==> src/hw/afud_pkg.sv <==
package afud_pkg;

   // ***************************************************************
   // Widths and depths
   // ***************************************************************
   localparam int OCT_W      = 8;
   localparam int CODE_W     = 16;
   localparam int CHAR_W     = 7;
   localparam int WORD_W     = OCT_W + 1;
   localparam int FIFO_DEPTH = 4;

   // ***************************************************************
   // Header and padding octets
   // ***************************************************************
   localparam logic [7:0] HDR_RAW    = 8'h80;
   localparam logic [7:0] HDR_HALF8  = 8'h81;
   localparam logic [7:0] HDR_HALF16 = 8'h82;
   localparam logic [7:0] PAD_OCTET  = 8'hff;

   // ***************************************************************
   // Field positions
   // ***************************************************************
   localparam int OFFSET_FLAG_BIT = 7;
   localparam int HALF8_SHIFT     = 7;

   // ***************************************************************
   // Values after reset
   // ***************************************************************
   localparam logic [7:0]  CNT_RST  = 8'h00;
   localparam logic [7:0]  HI_RST   = 8'h00;
   localparam logic [15:0] BASE_RST = 16'h0000;
   localparam logic [15:0] CODE_RST = 16'h0000;

   // ***************************************************************
   // Decoder states
   // ***************************************************************
   typedef enum logic [9:0] {
      S_HDR     = 10'b00_0000_0001,
      S_DEF     = 10'b00_0000_0010,
      S_CNT     = 10'b00_0000_0100,
      S_BASE_HI = 10'b00_0000_1000,
      S_BASE_LO = 10'b00_0001_0000,
      S_CHAR    = 10'b00_0010_0000,
      S_RAW_HI  = 10'b00_0100_0000,
      S_RAW_LO  = 10'b00_1000_0000,
      S_FLUSH   = 10'b01_0000_0000,
      S_END     = 10'b10_0000_0000
   } afud_state_t;

endpackage : afud_pkg

==> src/hw/afud_strm_if.sv <==
`timescale 1ns/1ps
interface afud_strm_if #(
   parameter int W = 9
);
   logic [W-1:0] word;
   logic         valid;
   logic         ready;

   modport src (
      output word,
      output valid,
      input  ready
   );

   modport snk (
      input  word,
      input  valid,
      output ready
   );
endinterface : afud_strm_if

==> src/hw/afud_fifo.sv <==
`timescale 1ns/1ps
module afud_fifo
   import afud_pkg::*;
#(
   parameter int W     = WORD_W,
   parameter int DEPTH = FIFO_DEPTH
) (
   // Clock and reset
   input  wire logic clk_sys_i,
   input  wire logic reset_n_i,
   // Fill side
   afud_strm_if.snk  fill,
   // Drain side
   afud_strm_if.src  drain
);
   localparam int             AW       = (DEPTH > 1) ? $clog2(DEPTH) : 1;
   localparam logic [AW:0]    FULL_CNT = DEPTH[AW:0];
   localparam logic [AW-1:0]  LAST_PTR = AW'(DEPTH - 1);

   logic [W-1:0]  mem_reg [DEPTH];
   logic [AW-1:0] wr_ptr_reg;
   logic [AW-1:0] rd_ptr_reg;
   logic [AW:0]   count_reg;
   logic [AW:0]   count_next;
   logic          not_full_reg;
   logic          not_empty_reg;
   logic          push;
   logic          pop;

   assign push        = fill.valid && not_full_reg;
   assign pop         = not_empty_reg && drain.ready;
   assign fill.ready  = not_full_reg;
   assign drain.valid = not_empty_reg;
   assign drain.word  = mem_reg[rd_ptr_reg];

   always_comb begin
      count_next = count_reg;
      if (push && !pop) begin
         count_next = count_reg + 1'b1;
      end else if (pop && !push) begin
         count_next = count_reg - 1'b1;
      end
   end

   always_ff @(posedge clk_sys_i) begin
      if (push) begin
         mem_reg[wr_ptr_reg] <= fill.word;
      end
   end

   always_ff @(posedge clk_sys_i or negedge reset_n_i) begin
      if (!reset_n_i) begin
         wr_ptr_reg <= '0;
         rd_ptr_reg <= '0;
      end else begin
         if (push) begin
            wr_ptr_reg <= (wr_ptr_reg == LAST_PTR) ? '0 : wr_ptr_reg + 1'b1;
         end
         if (pop) begin
            rd_ptr_reg <= (rd_ptr_reg == LAST_PTR) ? '0 : rd_ptr_reg + 1'b1;
         end
      end
   end

   // Flags kept as flops so the ready seen outside is glitch free
   always_ff @(posedge clk_sys_i or negedge reset_n_i) begin
      if (!reset_n_i) begin
         count_reg     <= '0;
         not_full_reg  <= 1'b1;
         not_empty_reg <= 1'b0;
      end else begin
         count_reg     <= count_next;
         not_full_reg  <= (count_next != FULL_CNT);
         not_empty_reg <= (count_next != '0);
      end
   end
endmodule : afud_fifo

==> src/hw/afud_char_map.sv <==
`timescale 1ns/1ps
module afud_char_map
   import afud_pkg::*;
(
   // Octet and page base
   input  wire logic [OCT_W-1:0]  octet_i,
   input  wire logic [CODE_W-1:0] base_i,
   input  wire logic              use_base_i,
   // Result
   output logic      [CODE_W-1:0] code_o,
   output logic                   is_default_o
);
   logic [CODE_W-1:0] low7;

   assign low7         = {{(CODE_W-CHAR_W){1'b0}}, octet_i[CHAR_W-1:0]};
   assign is_default_o = !(use_base_i && octet_i[OFFSET_FLAG_BIT]);
   // Sum wraps in 16 bits; a base near the top of code space is the writer's problem
   assign code_o       = is_default_o ? low7 : base_i + low7;
endmodule : afud_char_map

==> src/hw/afud_decoder.sv <==
// Operation
// - One scheme per record; headerless means default alphabet
// - Header 80: octet pairs form upper then lower
// - Header 81: count, then base from third octet
// - 81 data: bit8 clear default, set offset
// - Header 82: count, then two-octet full base
// - 82 data: bit8 clear default, set offset
// - All three schemes always decoded
// - Counted schemes stop at count; FF valid
`timescale 1ns/1ps
module afud_decoder
   import afud_pkg::*;
(
   // Clock and reset
   input  wire logic              clk_sys_i,
   input  wire logic              reset_n_i,
   // Alpha field octets
   input  wire logic [OCT_W-1:0]  octet_data_i,
   input  wire logic              octet_last_i,
   input  wire logic              octet_valid_i,
   output logic                   octet_ready_o,
   // Code points
   output logic [CODE_W-1:0]      code_o,
   output logic                   code_default_o,
   output logic                   code_valid_o,
   input  wire logic              code_ready_i,
   // Record status
   output logic                   record_done_o
);

   // ***************************************************************
   // Input buffer
   // ***************************************************************
   afud_strm_if #(.W(WORD_W)) in_if ();
   afud_strm_if #(.W(WORD_W)) oct_if ();

   assign in_if.word    = {octet_last_i, octet_data_i};
   assign in_if.valid   = octet_valid_i;
   assign octet_ready_o = in_if.ready;

   afud_fifo #(
      .W     (WORD_W),
      .DEPTH (FIFO_DEPTH)
   ) u_fifo (
      .clk_sys_i (clk_sys_i),
      .reset_n_i (reset_n_i),
      .fill      (in_if),
      .drain     (oct_if)
   );

   // ***************************************************************
   // Declarations
   // ***************************************************************
   afud_state_t       state_reg;
   afud_state_t       state_next;
   logic [OCT_W-1:0]  oct;
   logic              oct_last;
   logic              take_ok;
   logic              acc;
   logic [7:0]        cnt_reg;
   logic [7:0]        hi_reg;
   logic [CODE_W-1:0] base_reg;
   logic              wide_reg;
   logic              emit;
   logic [CODE_W-1:0] emit_code;
   logic              emit_dflt;
   logic [CODE_W-1:0] map_code;
   logic              map_dflt;
   logic [CODE_W-1:0] code_reg;
   logic              dflt_reg;
   logic              valid_reg;
   logic              done_reg;

   assign oct      = oct_if.word[OCT_W-1:0];
   assign oct_last = oct_if.word[OCT_W];
   // Hold the source while the output slot is occupied and not being taken, or done is pending
   assign take_ok  = (state_reg != S_END) && (!valid_reg || code_ready_i);
   assign oct_if.ready = take_ok;
   assign acc      = oct_if.valid && take_ok;

   assign code_o         = code_reg;
   assign code_default_o = dflt_reg;
   assign code_valid_o   = valid_reg;
   assign record_done_o  = done_reg;

   // ***************************************************************
   // Character mapping
   // ***************************************************************
   afud_char_map u_map (
      .octet_i      (oct),
      .base_i       (base_reg),
      .use_base_i   (state_reg == S_CHAR),
      .code_o       (map_code),
      .is_default_o (map_dflt)
   );

   // ***************************************************************
   // Sequencing
   // ***************************************************************
   always_comb begin
      state_next = state_reg;
      emit       = 1'b0;
      emit_code  = map_code;
      emit_dflt  = map_dflt;
      if (acc) begin
         unique case (state_reg)
            S_HDR: begin
               if (oct == HDR_RAW) begin
                  state_next = S_RAW_HI;
               end else if (oct == HDR_HALF8 || oct == HDR_HALF16) begin
                  state_next = S_CNT;
               end else if (oct == PAD_OCTET) begin
                  state_next = S_FLUSH;
               end else begin
                  emit       = 1'b1;
                  state_next = S_DEF;
               end
            end
            S_DEF: begin
               if (oct == PAD_OCTET) begin
                  state_next = S_FLUSH;
               end else begin
                  emit = 1'b1;
               end
            end
            S_CNT: begin
               state_next = S_BASE_HI;
            end
            S_BASE_HI: begin
               if (wide_reg) begin
                  state_next = S_BASE_LO;
               end else begin
                  state_next = (cnt_reg == 8'h00) ? S_FLUSH : S_CHAR;
               end
            end
            S_BASE_LO: begin
               state_next = (cnt_reg == 8'h00) ? S_FLUSH : S_CHAR;
            end
            S_CHAR: begin
               emit       = 1'b1;
               // FF inside the count is an offset, not padding
               state_next = (cnt_reg == 8'h01) ? S_FLUSH : S_CHAR;
            end
            S_RAW_HI: begin
               state_next = (oct == PAD_OCTET) ? S_FLUSH : S_RAW_LO;
            end
            S_RAW_LO: begin
               emit       = 1'b1;
               emit_code  = {hi_reg, oct};
               emit_dflt  = 1'b0;
               state_next = S_RAW_HI;
            end
            S_FLUSH: begin
               state_next = S_FLUSH;
            end
            S_END: begin
               state_next = S_END;
            end
         endcase
         if (oct_last) begin
            state_next = S_END;
         end
      end else if (state_reg == S_END && !valid_reg) begin
         state_next = S_HDR;
      end
   end

   always_ff @(posedge clk_sys_i or negedge reset_n_i) begin
      if (!reset_n_i) begin
         state_reg <= S_HDR;
      end else begin
         state_reg <= state_next;
      end
   end

   // ***************************************************************
   // Header fields
   // ***************************************************************
   always_ff @(posedge clk_sys_i or negedge reset_n_i) begin
      if (!reset_n_i) begin
         cnt_reg  <= CNT_RST;
         hi_reg   <= HI_RST;
         base_reg <= BASE_RST;
         wide_reg <= 1'b0;
      end else if (acc) begin
         unique case (state_reg)
            S_HDR:     wide_reg <= (oct == HDR_HALF16);
            S_CNT:     cnt_reg  <= oct;
            S_BASE_HI: begin
               if (wide_reg) begin
                  base_reg <= {oct, 8'h00};
               end else begin
                  base_reg <= {1'b0, oct, 7'h00};
               end
            end
            S_BASE_LO: base_reg[7:0] <= oct;
            S_CHAR:    cnt_reg  <= cnt_reg - 8'h01;
            S_RAW_HI:  hi_reg   <= oct;
            S_DEF, S_RAW_LO, S_FLUSH, S_END: begin
            end
         endcase
      end
   end

   // ***************************************************************
   // Output beat and done
   // ***************************************************************
   always_ff @(posedge clk_sys_i or negedge reset_n_i) begin
      if (!reset_n_i) begin
         valid_reg <= 1'b0;
         code_reg  <= CODE_RST;
         dflt_reg  <= 1'b0;
      end else if (emit) begin
         valid_reg <= 1'b1;
         code_reg  <= emit_code;
         dflt_reg  <= emit_dflt;
      end else if (code_ready_i) begin
         valid_reg <= 1'b0;
      end
   end

   // Done only once the last beat has left, so it never overtakes data
   always_ff @(posedge clk_sys_i or negedge reset_n_i) begin
      if (!reset_n_i) begin
         done_reg <= 1'b0;
      end else begin
         done_reg <= (state_reg == S_END) && !valid_reg;
      end
   end
endmodule : afud_decoder

==> config.mk <==
export PLATFORM = sky130hd
export DESIGN_NAME = afud_decoder
export DESIGN_NICKNAME = d
export VERILOG_FILES = /design/src/hw/afud_pkg.sv /design/src/hw/afud_strm_if.sv /design/src/hw/afud_fifo.sv /design/src/hw/afud_char_map.sv /design/src/hw/afud_decoder.sv
export SDC_FILE = /design/constraint.sdc
export NUM_CORES = 1
export LEC_CHECK = 0
export ABC_AREA = 1
export CELL_PAD_IN_SITES_DETAIL_PLACEMENT = 0
export CELL_PAD_IN_SITES_GLOBAL_PLACEMENT = 1
export CORE_MARGIN = 1
export CORE_UTILIZATION = 30
export DETAILED_ROUTE_END_ITERATION = 10
export DONT_BUFFER_PORTS = 1
export GPL_TIMING_DRIVEN = 0
export PLACE_DENSITY = 0.66
export SYNTH_ARGS = -nofsm -noshare
export SYNTH_HDL_FRONTEND = slang
export SYNTH_HIERARCHICAL = 1
export SYNTH_SLANG_ARGS = --single-unit
==> constraint.sdc <==
create_clock -name clk_sys_i -period 2.4 [get_ports clk_sys_i]
set_clock_uncertainty 0.05 [all_clocks]
set_input_delay 0.48 -clock clk_sys_i [delete_from_list [all_inputs] [get_ports clk_sys_i]]
set_output_delay 0.48 -clock clk_sys_i [all_outputs]
set_load 0.02 [all_outputs]
==> results.py <==
metrics = {
    "yosys": {
        "ys_seq_elements": 107,
        "synth_xor_area_frac": 0.00700,
        "synth_compound_area_frac": 0.113,
        "async_flop_share": 0.664,
        "avgSynthCellArea_um2": 7.66,
        "ys.flop_type": "dfrtp_1",
        "ys_seq_area_frac": 0.457,
        "syn_inst": 817,
        "synth_edf_count": 36,
        "synth_fp_nets": 848,
        "synth.mux.area_fraction": 0,
        "yosysWarnings": 6,
        "yosys.area_share.adder": 0.0372,
        "synth_top_family_by_area": "simple AND/OR/NAND/NOR gates",
        "syn_area_um2": 6260,
        "synthDistinctLibCells": 43,
        "yosys.area_share.simple": 0.318,
    },
    "global_routing": {
        "gr-max-usage-layer": "met2",
        "grt_use_met3": 0.0263,
        "first_global_vias": 5323,
        "grt_pass1_wl_um": 28900,
        "grt_max_degree": 72,
        "use_met2": 0.289,
        "antenna_found_initial": 0,
        "grt_usage": 0.173,
        "gr-total-overflow": 0,
        "gr-usage-met1": 0.231,
    },
    "clock_tree": {
        "cts_tree": "done",
        "numClockSinks": 107,
        "clk_pin_slew_worst_paths_ps": 80,
        "insertion_delay_ps": 370,
        "clockBufferDepth": 2,
        "cts_buffers": 9,
        "h-tree-depth": 3,
        "root_buffer": "clkbuf_16",
    },
    "finish": {
        "nets": 910,
        "layout-drive-gt1-share": 0.247,
        "largest_reg_flops": 36,
        "antenna_cells": 0,
        "area.growth.synth_to_final_pct": 26.2,
        "fin_cells": 1154,
    },
    "place": {
        "dpl.hpwl_um": 12600,
        "gp_congestion": 0.812,
        "io_buffers": 0,
        "place_inst": 1087,
        "pre_cts_ws_ps": -1030,
    },
    "critical_path": {
        "worst-path-max-fanout": 8,
        "cp.arrival_ps": 2790,
        "critPathKind": "reg -> reg",
        "crit_cells": 16,
        "critPathLaunchType": "flip-flop",
        "cpMaxStageDelayCell": "dfrtp_2",
        "critPathTopFamily": "buffers and inverters",
        "critical_path_required_ps": 2660,
        "crit_buf_inv": 6,
        "cp_cell_sequence": "buf_4 -> buf_4 -> o21ai_4 -> o22ai_4 -> buf_4 -> nand2_4 -> inv_2 -> nand2_2 -> nor3_4 -> inv_2 -> nand2_2 -> nor2_4 -> o21ai_4 -> buf_4 -> nand2_1 -> nand2_1",
        "path_common_cell": "buf_4",
        "r2r_slack_ps": -120,
        "rr_worst_depth": 16,
        "slowest_delay_ps": 460,
        "end_kind": "flip-flop",
    },
    "sta": {
        "tns_ps": -1960,
        "worstMarginPinSlew_ps": 968,
        "fin_crit_ps": 2520,
        "rsz0062_at_grt": "true",
        "hold_violations": 0,
        "fin_ws_ps": -124,
        "relSlewSlack": 0.353,
        "period_share": 1.05,
        "slew_violations": 0,
        "max_freq_ghz": 0.396,
        "setup_viol": 23,
    },
    "routing": {
        "routed_via_density": 4.76,
        "first_pass_iters": 4,
        "ant_nets": 0,
        "vias": 5491,
        "wl_um": 17800,
        "drt_first_iter_violations": 392,
        "routedWlPerCell_um": 15.4,
        "drcViolationCount": 0,
    },
    "power": {
        "leakage_nw": 3.58,
        "power.total_mw": 9.36,
        "max-vdd-ir-drop_mv": 0.468,
        "power_density_nw_per_um2": 1190,
    },
    "flow_run": {
        "maxCapViolCount": 0,
    },
    "die": {
        "die_h_um": 146,
        "die_w_um": 146,
        "start_util": 0.307,
        "core_area_um2": 20400,
        "rows": 52,
        "dieArea_um2": 21400,
        "io_pins": 33,
    },
    "hold_path": {
        "min_path_type": "in -> reg",
        "hold_depth": 0,
    },
    "status": {
        "status": "complete, but fails checks",
        "violations": "setup timing",
    },
}
## final cells by class
cell class / instances / area, µm²
buffer: 17 / 146
clock buffer: 9 / 225
clock inverter: 7 / 61.3
fill: 2129 / 12500
inverter: 81 / 339
multi-input combinational: 612 / 3460
sequential: 107 / 2860
tap: 270 / 338
timing repair buffer: 51 / 468
## path summary, 6_finish.rpt
kind / from / endpoint
worst max-delay path: u_fifo/rd_ptr_reg[1]$_DFFE_PN0P_ / code_o[1]$_DFFE_PN0P_
worst min-delay path: octet_data_i[1] / u_fifo/mem_reg[0][1]$_DFFE_PP_
worst max register to register: u_fifo/rd_ptr_reg[1]$_DFFE_PN0P_ / code_o[1]$_DFFE_PN0P_
worst min register to register: cnt_reg[7]$_DFFE_PN0P_ / cnt_reg[7]$_DFFE_PN0P_
max in group asynchronous: reset_n_i / u_fifo/fill.ready$_DFF_PN1_
min in group asynchronous: reset_n_i / code_o[13]$_DFFE_PN0P_
## metrics by stage
step	utilization	hold slack (ps)	area, µm²
CTS	0.365	150	7420
detailed placement	0.325	139	6620
finish	0.388	156	7900
floorplan	-	134	6280
global route	0.388	145	7900
global placement	0.325	139	6620
## cell usage in the layout, fill, tap and decap left out, types with 17 or more instances in the layout
cell and n:
buf_4 45, nor2_2 17, o21ai_0 60, edfxtp_1 36, nand3_1 32, nand2_2 23, inv_1 63, nor2_4 17
nor2_1 59, o21ai_1 26, nand2_1 269, dfrtp_1 67
## cells in the mapped netlist (3+ instances only)
cell type	number	area share
nor2_4	6	0.011
buf_4	5	0.0060
clkbuf_1	4	0.0024
nand4_1	9	0.0090
inv_1	71	0.043
o21ai_0	87	0.070
nand2_2	10	0.010
inv_2	6	0.0036
o22ai_1	11	0.011
dfrtp_1	69	0.28
a21oi_1	13	0.010
o21ai_1	11	0.0088
xor2_1	4	0.0056
nor2_2	7	0.0070
nand2_4	7	0.013
nand3_1	38	0.030
nand2_1	287	0.17
buf_2	6	0.0048
nor3_1	5	0.0040
edfxtp_1	36	0.17
ha_1	17	0.034
nand3_2	3	0.0048
nor2_1	80	0.048
## routing by layer
layer / vias to the layer above / wire (µm)
met5: - / 0
met4: 0 / 277
met3: 20 / 516
met2: 66 / 8710
met1: 2628 / 8270
li1: 2777 / -
## what timing repair did
action,CTS,global route
setup endpoints to repair,41,28
setup buffers,23,24
hold endpoints to repair,71,0
gates cloned,1,1
hold buffers,2,0
pin swaps,18,37
gates resized for setup,78,81
## cells by family (layout without fill, tap and decap cells)
group	after synthesis	after routing
AOI/OAI and AO/OA	131	131
xor gates and xnor gates	5	5
adders and majority gates	18	18
buffers and inverters	98	165
DFF	107	107
and+or+nand+nor	458	458
## power by group
group,switching (mW),internal [mW],total [mW]
clock,0.773,0.733,1.51
sequential,0.372,2.29,2.66
combinational,3.21,1.99,5.20
No activity file was read; power rests on OpenSTA's default activity.
